$ cat src/scp_defs.vh
`ifndef SCP_DEFS_VH
`define SCP_DEFS_VH
`define SCP_OP_CLEAR 8'h01
`define SCP_OP_BASE 8'h40
`define SCP_OP_CTRL_WR 3'h0
`define SCP_OP_STAT_RD 3'h1
`define SCP_OP_RXBUF_RD 3'h2
`define SCP_OP_TXBUF_WR 3'h3
`define SCP_OP_SYNC_WR 3'h4
`define SCP_UNIT_BIT 3
`define SCP_CTRL_PSAVE_BIT 2
`define SCP_CTRL_IRQEN_BIT 3
`define SCP_CTRL_RESET 8'h00
`define SCP_FIFO_DEPTH 16
`define SCP_FIFO_AW 4
`define SCP_BYTE_W 8
`define SCP_LAST_BIT 3'h7
`define SCP_SYNC_RESET 16'h0000
`endif

$ cat src/scp_fifo.v
module scp_fifo #(
   parameter WIDTH = 8,
   parameter DEPTH = 16,
   parameter AW = 4
) (
   input wire clk,
   input wire rst_n,
   input wire flush,
   input wire in_valid,
   output wire in_ready,
   input wire [WIDTH-1:0] in_data,
   output wire out_valid,
   input wire out_ready,
   output wire [WIDTH-1:0] out_data
);
   reg [WIDTH-1:0] mem [0:DEPTH-1];
   reg [AW-1:0] wr_ptr;
   reg [AW-1:0] rd_ptr;
   reg [AW:0] count;
   wire do_wr;
   wire do_rd;
   localparam [AW:0] FULL = DEPTH;

   assign in_ready = (count != FULL);
   assign out_valid = (count != {(AW+1){1'b0}});
   assign out_data = mem[rd_ptr];
   assign do_wr = in_valid && in_ready;
   assign do_rd = out_valid && out_ready;

   always @(posedge clk) begin
      if (do_wr) begin
         mem[wr_ptr] <= in_data;
      end
   end

   always @(posedge clk or negedge rst_n) begin
      if (!rst_n) begin
         wr_ptr <= {AW{1'b0}};
         rd_ptr <= {AW{1'b0}};
         count <= {(AW+1){1'b0}};
      end else if (flush) begin
         wr_ptr <= {AW{1'b0}};
         rd_ptr <= {AW{1'b0}};
         count <= {(AW+1){1'b0}};
      end else begin
         if (do_wr) begin
            wr_ptr <= wr_ptr + 1'b1;
         end
         if (do_rd) begin
            rd_ptr <= rd_ptr + 1'b1;
         end
         if (do_wr && !do_rd) begin
            count <= count + 1'b1;
         end else if (do_rd && !do_wr) begin
            count <= count - 1'b1;
         end
      end
   end
endmodule // scp_fifo

$ cat src/scp_port.v
`include "scp_defs.vh"

module scp_port (
   input wire clk,
   input wire rst_n,
   input wire sel_n,
   input wire sclk,
   input wire cmd_in,
   output reg reply_out,
   output reg reply_oe,
   input wire unit_addr,
   input wire resume,
   input wire [7:0] status_in,
   input wire [7:0] rxbuf_in,
   output wire rxbuf_taken,
   input wire irq_pending,
   output wire irq_out,
   output wire irq_oe,
   input wire tx_active,
   output wire tone_oe,
   output wire tx_valid,
   input wire tx_ready,
   output wire [7:0] tx_data,
   output reg [7:0] ctrl,
   output reg [15:0] sync_word,
   output wire low_power
);
   localparam ST_OPC = 3'h0;
   localparam ST_CTRL = 3'h1;
   localparam ST_TXB = 3'h2;
   localparam ST_SYNC_HI = 3'h3;
   localparam ST_SYNC_LO = 3'h4;
   localparam ST_REPLY = 3'h5;
   localparam ST_IGNORE = 3'h6;

   reg sel_m;
   reg sel_s;
   reg sclk_m;
   reg sclk_s;
   reg sclk_d;
   reg cmd_m;
   reg cmd_s;
   reg unit_m;
   reg unit_s;
   reg res_m;
   reg res_s;
   reg [2:0] state;
   reg [2:0] next_state;
   reg [2:0] bit_cnt;
   reg [6:0] shift;
   reg [7:0] reply_sr;
   reg reply_done;
   reg fifo_wr;
   reg [7:0] fifo_wdata;
   reg rx_take;
   wire rise;
   wire fall;
   wire active;
   wire [7:0] byte_in;
   wire byte_done;
   wire fifo_in_ready;
   wire op_mine;
   wire [2:0] op_code;
   wire [7:0] op_base;

   // pins from outside are double-registered first
   always @(posedge clk or negedge rst_n) begin
      if (!rst_n) begin
         sel_m <= 1'b1;
         sel_s <= 1'b1;
         // idle low, so no false edge after reset
         sclk_m <= 1'b0;
         sclk_s <= 1'b0;
         sclk_d <= 1'b0;
         cmd_m <= 1'b0;
         cmd_s <= 1'b0;
         unit_m <= 1'b0;
         unit_s <= 1'b0;
         res_m <= 1'b0;
         res_s <= 1'b0;
      end else begin
         sel_m <= sel_n;
         sel_s <= sel_m;
         sclk_m <= sclk;
         sclk_s <= sclk_m;
         sclk_d <= sclk_s;
         cmd_m <= cmd_in;
         cmd_s <= cmd_m;
         unit_m <= unit_addr;
         unit_s <= unit_m;
         res_m <= resume;
         res_s <= res_m;
      end
   end

   assign active = !sel_s;
   assign rise = active && sclk_s && !sclk_d;
   assign fall = active && !sclk_s && sclk_d;
   assign byte_in = {shift, cmd_s};
   assign byte_done = rise && (bit_cnt == `SCP_LAST_BIT);

   assign op_code = byte_in[2:0];
   assign op_base = `SCP_OP_BASE;
   assign op_mine = (byte_in[7:4] == op_base[7:4]) &&
      (byte_in[`SCP_UNIT_BIT] == unit_s) &&
      (op_code <= `SCP_OP_SYNC_WR);

   always @* begin
      next_state = state;
      if (byte_done) begin
         case (state)
            ST_OPC: begin
               if (!op_mine) begin
                  next_state = ST_IGNORE;
               end else begin
                  case (op_code)
                     `SCP_OP_CTRL_WR: next_state = ST_CTRL;
                     `SCP_OP_TXBUF_WR: next_state = ST_TXB;
                     `SCP_OP_SYNC_WR: next_state = ST_SYNC_HI;
                     default: next_state = ST_REPLY;
                  endcase
               end
            end
            ST_SYNC_HI: next_state = ST_SYNC_LO;
            ST_IGNORE: next_state = ST_IGNORE;
            ST_REPLY: next_state = ST_IGNORE;
            default: next_state = ST_IGNORE;
         endcase
      end
   end

   always @(posedge clk or negedge rst_n) begin
      if (!rst_n) begin
         state <= ST_OPC;
         bit_cnt <= 3'h0;
         shift <= 7'h00;
         ctrl <= `SCP_CTRL_RESET;
         sync_word <= `SCP_SYNC_RESET;
         fifo_wr <= 1'b0;
         fifo_wdata <= 8'h00;
         reply_sr <= 8'h00;
         reply_done <= 1'b0;
         rx_take <= 1'b0;
      end else begin
         fifo_wr <= 1'b0;
         rx_take <= 1'b0;
         if (!active) begin
            state <= ST_OPC;
            bit_cnt <= 3'h0;
            reply_done <= 1'b0;
         end else begin
            state <= next_state;
            if (rise) begin
               bit_cnt <= bit_cnt + 3'h1;
               shift <= byte_in[6:0];
            end
            if (byte_done) begin
               case (state)
                  ST_OPC: begin
                     if (byte_in == `SCP_OP_CLEAR) begin
                        ctrl <= `SCP_CTRL_RESET;
                     end
                     if (op_mine && op_code == `SCP_OP_STAT_RD) begin
                        reply_sr <= status_in;
                     end
                     if (op_mine && op_code == `SCP_OP_RXBUF_RD) begin
                        reply_sr <= rxbuf_in;
                        rx_take <= 1'b1;
                     end
                  end
                  ST_CTRL: ctrl <= byte_in;
                  ST_TXB: begin
                     fifo_wr <= 1'b1;
                     fifo_wdata <= byte_in;
                  end
                  ST_SYNC_HI: sync_word[15:8] <= byte_in;
                  ST_SYNC_LO: sync_word[7:0] <= byte_in;
                  ST_REPLY: reply_done <= 1'b1;
                  default: ctrl <= ctrl;
               endcase
            end
            if (fall && state == ST_REPLY && bit_cnt != 3'h0) begin
               reply_sr <= {reply_sr[6:0], 1'b0};
            end
         end
      end
   end

   // reply line driven only during reply byte
   always @(posedge clk or negedge rst_n) begin
      if (!rst_n) begin
         reply_out <= 1'b0;
         reply_oe <= 1'b0;
      end else begin
         reply_out <= reply_sr[7];
         reply_oe <= active && (state == ST_REPLY) && !reply_done;
      end
   end

   assign rxbuf_taken = rx_take;

   // full fifo drops the byte; host must pace writes
   scp_fifo #(
      .WIDTH(`SCP_BYTE_W),
      .DEPTH(`SCP_FIFO_DEPTH),
      .AW(`SCP_FIFO_AW)
   ) u_txq (
      .clk(clk),
      .rst_n(rst_n),
      .flush(1'b0),
      .in_valid(fifo_wr),
      .in_ready(fifo_in_ready),
      .in_data(fifo_wdata),
      .out_valid(tx_valid),
      .out_ready(tx_ready),
      .out_data(tx_data)
   );

   // low power only with both set
   assign low_power = res_s && ctrl[`SCP_CTRL_PSAVE_BIT];
   assign tone_oe = tx_active && !low_power;
   assign irq_out = 1'b0;
   assign irq_oe = irq_pending && ctrl[`SCP_CTRL_IRQEN_BIT];
endmodule // scp_port

$ cat config.mk
export PLATFORM = sky130hd
export DESIGN_NAME = scp_port
export DESIGN_NICKNAME = d
export VERILOG_FILES = /design/src/scp_fifo.v /design/src/scp_port.v
export VERILOG_INCLUDE_DIRS = /design/src
export SDC_FILE = /design/constraint.sdc
export NUM_CORES = 1
export LEC_CHECK = 0
export BUFFER_PORTS_ARGS = -buffer_cell sky130_fd_sc_hd__buf_2
export CORE_MARGIN = 5
export CORE_UTILIZATION = 60
export CTS_BUF_LIST = sky130_fd_sc_hd__clkbuf_4
export CTS_CLUSTER_SIZE = 12
export DETAILED_ROUTE_END_ITERATION = 12
export PLACE_DENSITY = 0.79
export SYNTH_ARGS = -nofsm -noshare
export SYNTH_HDL_FRONTEND = slang
export SYNTH_SLANG_ARGS = --single-unit
$ cat constraint.sdc
create_clock -name clk -period 3.2 [get_ports clk]
set_clock_uncertainty 0.1 [all_clocks]
set_input_delay 0.16 -clock clk [delete_from_list [all_inputs] [get_ports clk]]
set_output_delay 0.16 -clock clk [all_outputs]
set_load 0.02 [all_outputs]
== After elaboration in Yosys (flattened, before gate mapping) ==
Memory sizes are Yosys's and may differ from the RTL's.
Index checks and enable logic that the tools add are counted.

* Memories kept: 1
* Bits in registers: 82
* Word-level logic and storage cells: 124
* Bits in writable memories: 128
* Output and inout port bits: 40

* Reductions and logical operators: 46
* Muxes and demuxes: 28
* Equality and inequality tests: 15
* Bitwise operators: 1
* $lt $le $gt $ge: 1
* Add/subtract/negate cells: 5

{| class="wikitable"
|+ Memories
! memory !! depth !! bits a word !! read ports !! clocked after memory_dff !! wr ports !! line !! text
|-
| u_txq.mem || 16 || 8 || 1 || 0 || 1 || scp_fifo.v:16 || <nowiki>reg [WIDTH-1:0] mem [0:DEPTH-1];</nowiki>
|}

{| class="wikitable"
|+ Operator list
! kind !! number
|-
| $mux W8 || 6
|-
| $logic_and A1 B1 Y1 || 20
|-
| $pmux W8 S2 || 1
|-
| $mux W3 || 5
|-
| $reduce_bool A2 Y1 || 7
|-
| $eq A3 B2 Y1 const B || 4
|-
| $eq A3 B3 Y1 const B || 4
|-
| $mux W1 || 12
|-
| $mux W5 || 2
|-
| $pmux W3 S3 || 1
|-
| $reduce_and A3 Y1 || 3
|-
| $add A4 B1 Y4 const B || 2
|-
| $eq A8 B1 Y1 const B || 1
|-
| $reduce_and A4 Y1 || 2
|-
| $logic_not A1 Y1 || 7
|-
| $eq A3 B1 Y1 const B || 2
|-
| $logic_not A3 Y1 || 2
|-
| $pmux W3 S2 || 1
|-
| $reduce_bool A3 Y1 || 2
|-
| $add A5 B1 Y5 const B || 1
|-
| $ne A5 B5 Y1 const B || 1
|-
| $reduce_bool A5 Y1 || 1
|-
| $sub A5 B1 Y5 const B || 1
|-
| $eq A4 B3 Y1 const B || 1
|-
| 6 further kinds || 7
|}

== Depth between registers and ports, before layout ==
* Depth in word-level cells: 9
* Depth in mapped cells: 10
* Depth with buffers taken out: 10

== Cells and area by module ==
Synthesis repeated with hierarchy kept, for this count alone.

* Cell total of the unflattened synthesis: 529
* Area total of the unflattened synthesis: 8,921.1 um^2

{| class="wikitable"
|+ By module, submodules not included
! module !! seq. area each (um^2) !! times used !! cells an instance !! area each (um^2)
|-
| scp_fifo || 4,169.0 || 1 || 293 || 5,921.9
|-
| scp_port || 1,729.2 || 1 || 236 || 2,999.1
|}

== Worst setup path after synthesis ==
No wires, ideal clock.

* Path type: register -> register
* From: register u_txq.count[0]
* To: register u_txq.count[4]
* Arrival time: 2.491 ns
* Clock period less this slack: 2.671 ns
* Setup slack: 0.529 ns
* Stages on the path, launching flop included: 11
* Setup time: 0.080 ns
* Path buffers: 0
* Cells stage by stage: dfrtp_1 nor4_1 nand2b_1 nand2_1 ha_1 inv_1 fa_1 a21o_1 a21oi_1 mux2i_1 xnor2_1

* Longest elaborated chain between the ends: 5

{| class="wikitable"
|+ Ends and longest elaborated chain
! element !! line !! text
|-
| start: declaration || scp_fifo.v:19 || <nowiki>reg [AW:0] count;</nowiki>
|-
| start signal: assignment || scp_fifo.v:40 || <nowiki>count <= {(AW+1){1'b0}};</nowiki>
|-
| start signal: assignment || scp_fifo.v:44 || <nowiki>count <= {(AW+1){1'b0}};</nowiki>
|-
| start signal: assignment || scp_fifo.v:53 || <nowiki>count <= count + 1'b1;</nowiki>
|-
| $reduce_bool A5 Y1 * || scp_fifo.v:25 || <nowiki>assign out_valid = (count != {(AW+1){1'b0}});</nowiki>
|-
| named net tx_valid || scp_port.v:21 || <nowiki>output wire tx_valid,</nowiki>
|-
| $logic_and A1 B1 Y1 * || scp_fifo.v:28 || <nowiki>assign do_rd = out_valid && out_ready;</nowiki>
|-
| $logic_not A1 Y1 || scp_fifo.v:52 || <nowiki>if (do_wr && !do_rd) begin</nowiki>
|-
| $logic_and A1 B1 Y1 || scp_fifo.v:52 ||
|-
| $mux W5 or $reduce_bool A2 Y1 (tied branches) || n/a ||
|}

Mark *: on every way through the listed nets, which the timed path passes. The rest lies on a longest branch. The select of a mux whose other input is x is not followed.
A chain may end at the register's enable or synchronous reset.

== Worst setup path after layout ==
* From: register u_txq.count[0]
* To: register u_txq.count[4]

* Longest elaborated chain between the ends: 5

{| class="wikitable"
|+ Ends and longest elaborated chain
! element
|-
| parallel branches: the longest is 5 deep, another holds $sub A5 B1 Y5
|}

Several ways; the timed one is not identified. The select of a mux whose other input is x is not followed.

==> summary.txt <==
Logic synthesis
  • Cell taking the most area after synthesis: edfxtp_1
  • Ys flop type: edfxtp_1
  • Yosys warns: 0
  • Most numerous cell in the Yosys netlist: edfxtp_1
  • Area contributors post-synth: edfxtp_1 (45%), dfrtp_1 (23%), mux4_2 (11%)
  • Adder-Cell Fraction of Synth Area: 1.99%
  • Mux contribution to synthesized area: about 16%
  • Synthesized area: 0.00853 sq mm
  • Synth Instances: 493
  • Synth cell count leaders: edfxtp_1 (128), dfrtp_1 (80), mux4_2 (40)
  • Synth Area in Compound Gates: 3.31%
  • Syn nets: 532
  • Post-synth top area share: 45.1%
  • Seq cells post-synth: 210
  • Ys async rst share: 39.0%
  • Largest family of logic cells by synthesized area: multiplexers
  • Post-synthesis sequential area ratio: 69.1%
  • XOR/XNOR Fraction of Synth Area: ~1.3%
  • Number of synthesized flops with an enable pin: 128
  • Syn Area/Cell: 17.3 sq um
  • Synth unique cells: 51
  • Synth Area in Simple Gates: ~5.8%

Power
  • Clock share of power: 40.7%
  • IR drop worst, VDD: 0.495 mV
  • Net Sw Frac: 22.2%
  • Power density over the cells: roughly 540 mW/mm^2
  • Reg power frac: roughly 56%
  • Gate power share: 3.4%
  • Leakage: 0.00418 uW
  • Psw: between 1000 and 1500 uW
  • P_int: 4190 uW
  • Overall power: about 5400 uW

Timing
  • Worst-margin pin slew: 1.00 ns
  • Hold Fails Final Rpt: 0
  • Tcrit/Tclk final: between 80 and 90%
  • Max frequency: 0.350 GHz
  • Post-route setup slack: approximately 0.34 ns
  • Max-slew headroom: 33.3%
  • Final setup vio count: 0
  • Setup TNS: 0 ns
  • Max-slew violation count: 0
  • RSZ-0062 raised after global routing: no
  • Fin crit period: between 2 and 3 ns

Global routing
  • First-pass GRT wire length: 27100 um
  • Largest net degree at the start of global routing: 83
  • Gr ovfl total: 0
  • Vias in the first global route: 5191
  • Overall routing resource usage: 21.1%
  • Initial antenna violation count: 1

Clock network
  • TritonCTS clock tree: yes
  • Count of hold-fix buffers inserted at cts: 23
  • Max clock buf depth: 3
  • CTS buffer count: 51
  • CTS Sinks: 210
  • Root Buffer: clkbuf_4
  • Latest clock arrival within the worst-skew pair: 0.64 ns
  • H-tree Lvls: 2
  • Clock Pin Slew Worst Setup and Hold Paths: 0.07 ns
  • Post-cts sizing count: 0
  • Setup Fix Bufs, Post-CTS: 0

Layout
  • Area of the multi-input gates: approximately 0.0024 sq mm
  • Final instance area: 0.00997 sq mm
  • Fin cells: 843
  • Final net count: 661
  • Area Growth Syn to Fin: 16.9%
  • Antenna Cells: 0
  • Fillcell total: 839
  • FF/Latch Area: 0.00590 sq mm
  • Share of cells above drive strength 1: 37.1%

Floorplanning
  • Die Span X: 129 um
  • Core area: 0.0139 sq mm
  • I/O pin total: 66
  • Die H: 129 um
  • Die area: approximately 0.017 sq mm
  • # rows: 43
  • Initial Utilization: 61.2%

Worst setup path
  • Critical Path AT: 3.31 ns
  • Reg2Reg Launch Point: u_txq.count[0]
  • Worst Path Required: 3.65 ns
  • CP Capture Type: register
  • CP Launch Type: register
  • Crit. Startpoint: u_txq.count[0]
  • Critical path peak fanout: 5
  • Crit Path Category: reg2reg

Placement
  • Setup WS pre-CTS: 0.419 ns
  • DP HPWL: 10700 um
  • Dpl cell area: 0.00907 sq mm
  • GP Congestion: approximately 0.86
  • Placed cell count: 726
  • Input/output buffers: 64

Route
  • Routed Antenna Nets: 0
  • Drt drc: 0
  • DR vias: 4777
  • DR pass1 iterations: 4
  • Vias per Instance: around 5.7
  • Wire per inst: 19.3 um
  • Post-Route WL: 16300 um
  • Initial drt markers: 268

Worst hold path
  • Hold Startpoint: unit_addr
  • Hold Crit Class: in2reg

Run status
  • Status: finished clean

Flow run
  • MaxCap Viol Count: 0
[worst max-delay path, stage by stage (launching register included)]
cell,delay (ns)
dfrtp_1,0.44
nor4_1,0.42
nand2b_1,0.20
nand2_1,0.17
ha_1,0.18
inv_1,0.11
fa_1,0.41
a21o_1,0.18
a21oi_1,0.18
mux2i_1,0.24
xnor2_1,0.14
[cells in the final DEF, fill, tap and decap left out, types with 3 or more instances in the layout]
master / n
buf_2: 63
nor3b_1: 3
o221ai_1: 6
mux4_2: 40
nand2b_1: 3
mux2_2: 33
o31ai_1: 9
a21oi_1: 6
ha_1: 12
nor3_1: 5
dfrtp_1: 79
inv_1: 14
clkinv_1: 13
xnor2_1: 12
o21ai_0: 12
buf_4: 17
mux2i_1: 11
nand2_1: 28
dlygate4sd3_1: 23
edfxtp_1: 128
nor2b_1: 4
nor2_1: 24
clkbuf_4: 78
[metal layers]
metal | track usage [%] | vias to the layer above | wire, um
met3 | 5.73 | 34 | 950
li1 | - | 2186 | -
met4 | 6.92 | 2 | 350
met1 | 27.7 | 2398 | 6520
met5 | 0 | - | 7
met2 | 34.7 | 157 | 8480
[flip-flops by register name (all words and copies together) (netlist names), 3 cells and up]
signal and cells:
shift 7, u_txq.rd_ptr 4, state 3, reply_sr 8
bit_cnt 3, u_txq.count 5, u_txq.wr_ptr 4, fifo_wdata 8
u_txq.mem 128, ctrl 8, sync_word 16
[power groups by stage]
stage / clock [uW] / sequential (uW) / combinational (uW)
detailed placement: 0 / 3070 / 160
global placement: 0 / 3060 / 153
global route: 2430 / 3020 / 204
CTS: 2260 / 3010 / 184
floorplan: 0 / 3000 / 138
finish: 2190 / 3010 / 183
[final cells by class]
cell class | instances | area share (%)
sequential | 210 | 59.1
timing repair buffer | 103 | 6.75
multi-input combinational | 242 | 24.5
clock inverter | 16 | 0.916
clock buffer | 78 | 5.87
tap | 180 | 2.26
inverter | 14 | 0.527
[logic make-up after synthesis]
family	count (synthesis)
AOI/OAI and AO/OA	41
xor gates and xnor gates	13
adders and majority gates	13
buffers and inverters	41
DFF	210
muxes	84
other	1
and+or+nand+nor	90
[stage by stage]
stage / hold WS (ns) / utilization [%]
global route: 0.0226 / 71.6
floorplan: -0.236 / -
finish: 0.0758 / 71.6
global placement: 0.166 / 65.1
CTS: 0.0193 / 71.6
detailed placement: 0.166 / 65.1
[worst paths after layout]
check | endpoint | slack, ns | cells after the start
worst max-delay path | u_txq.count[4] | 0.34 | 10
worst max register to register | u_txq.count[4] | 0.34 | 10
worst min-delay path | unit_m | 0.08 | 2
worst min register to register | unit_s | 0.25 | 0
min in group asynchronous | sclk_s | 0.14 | 2
max in group asynchronous | u_txq.rd_ptr[0] | 2.17 | 2
Note: power is estimated with default switching activity, not from simulation.
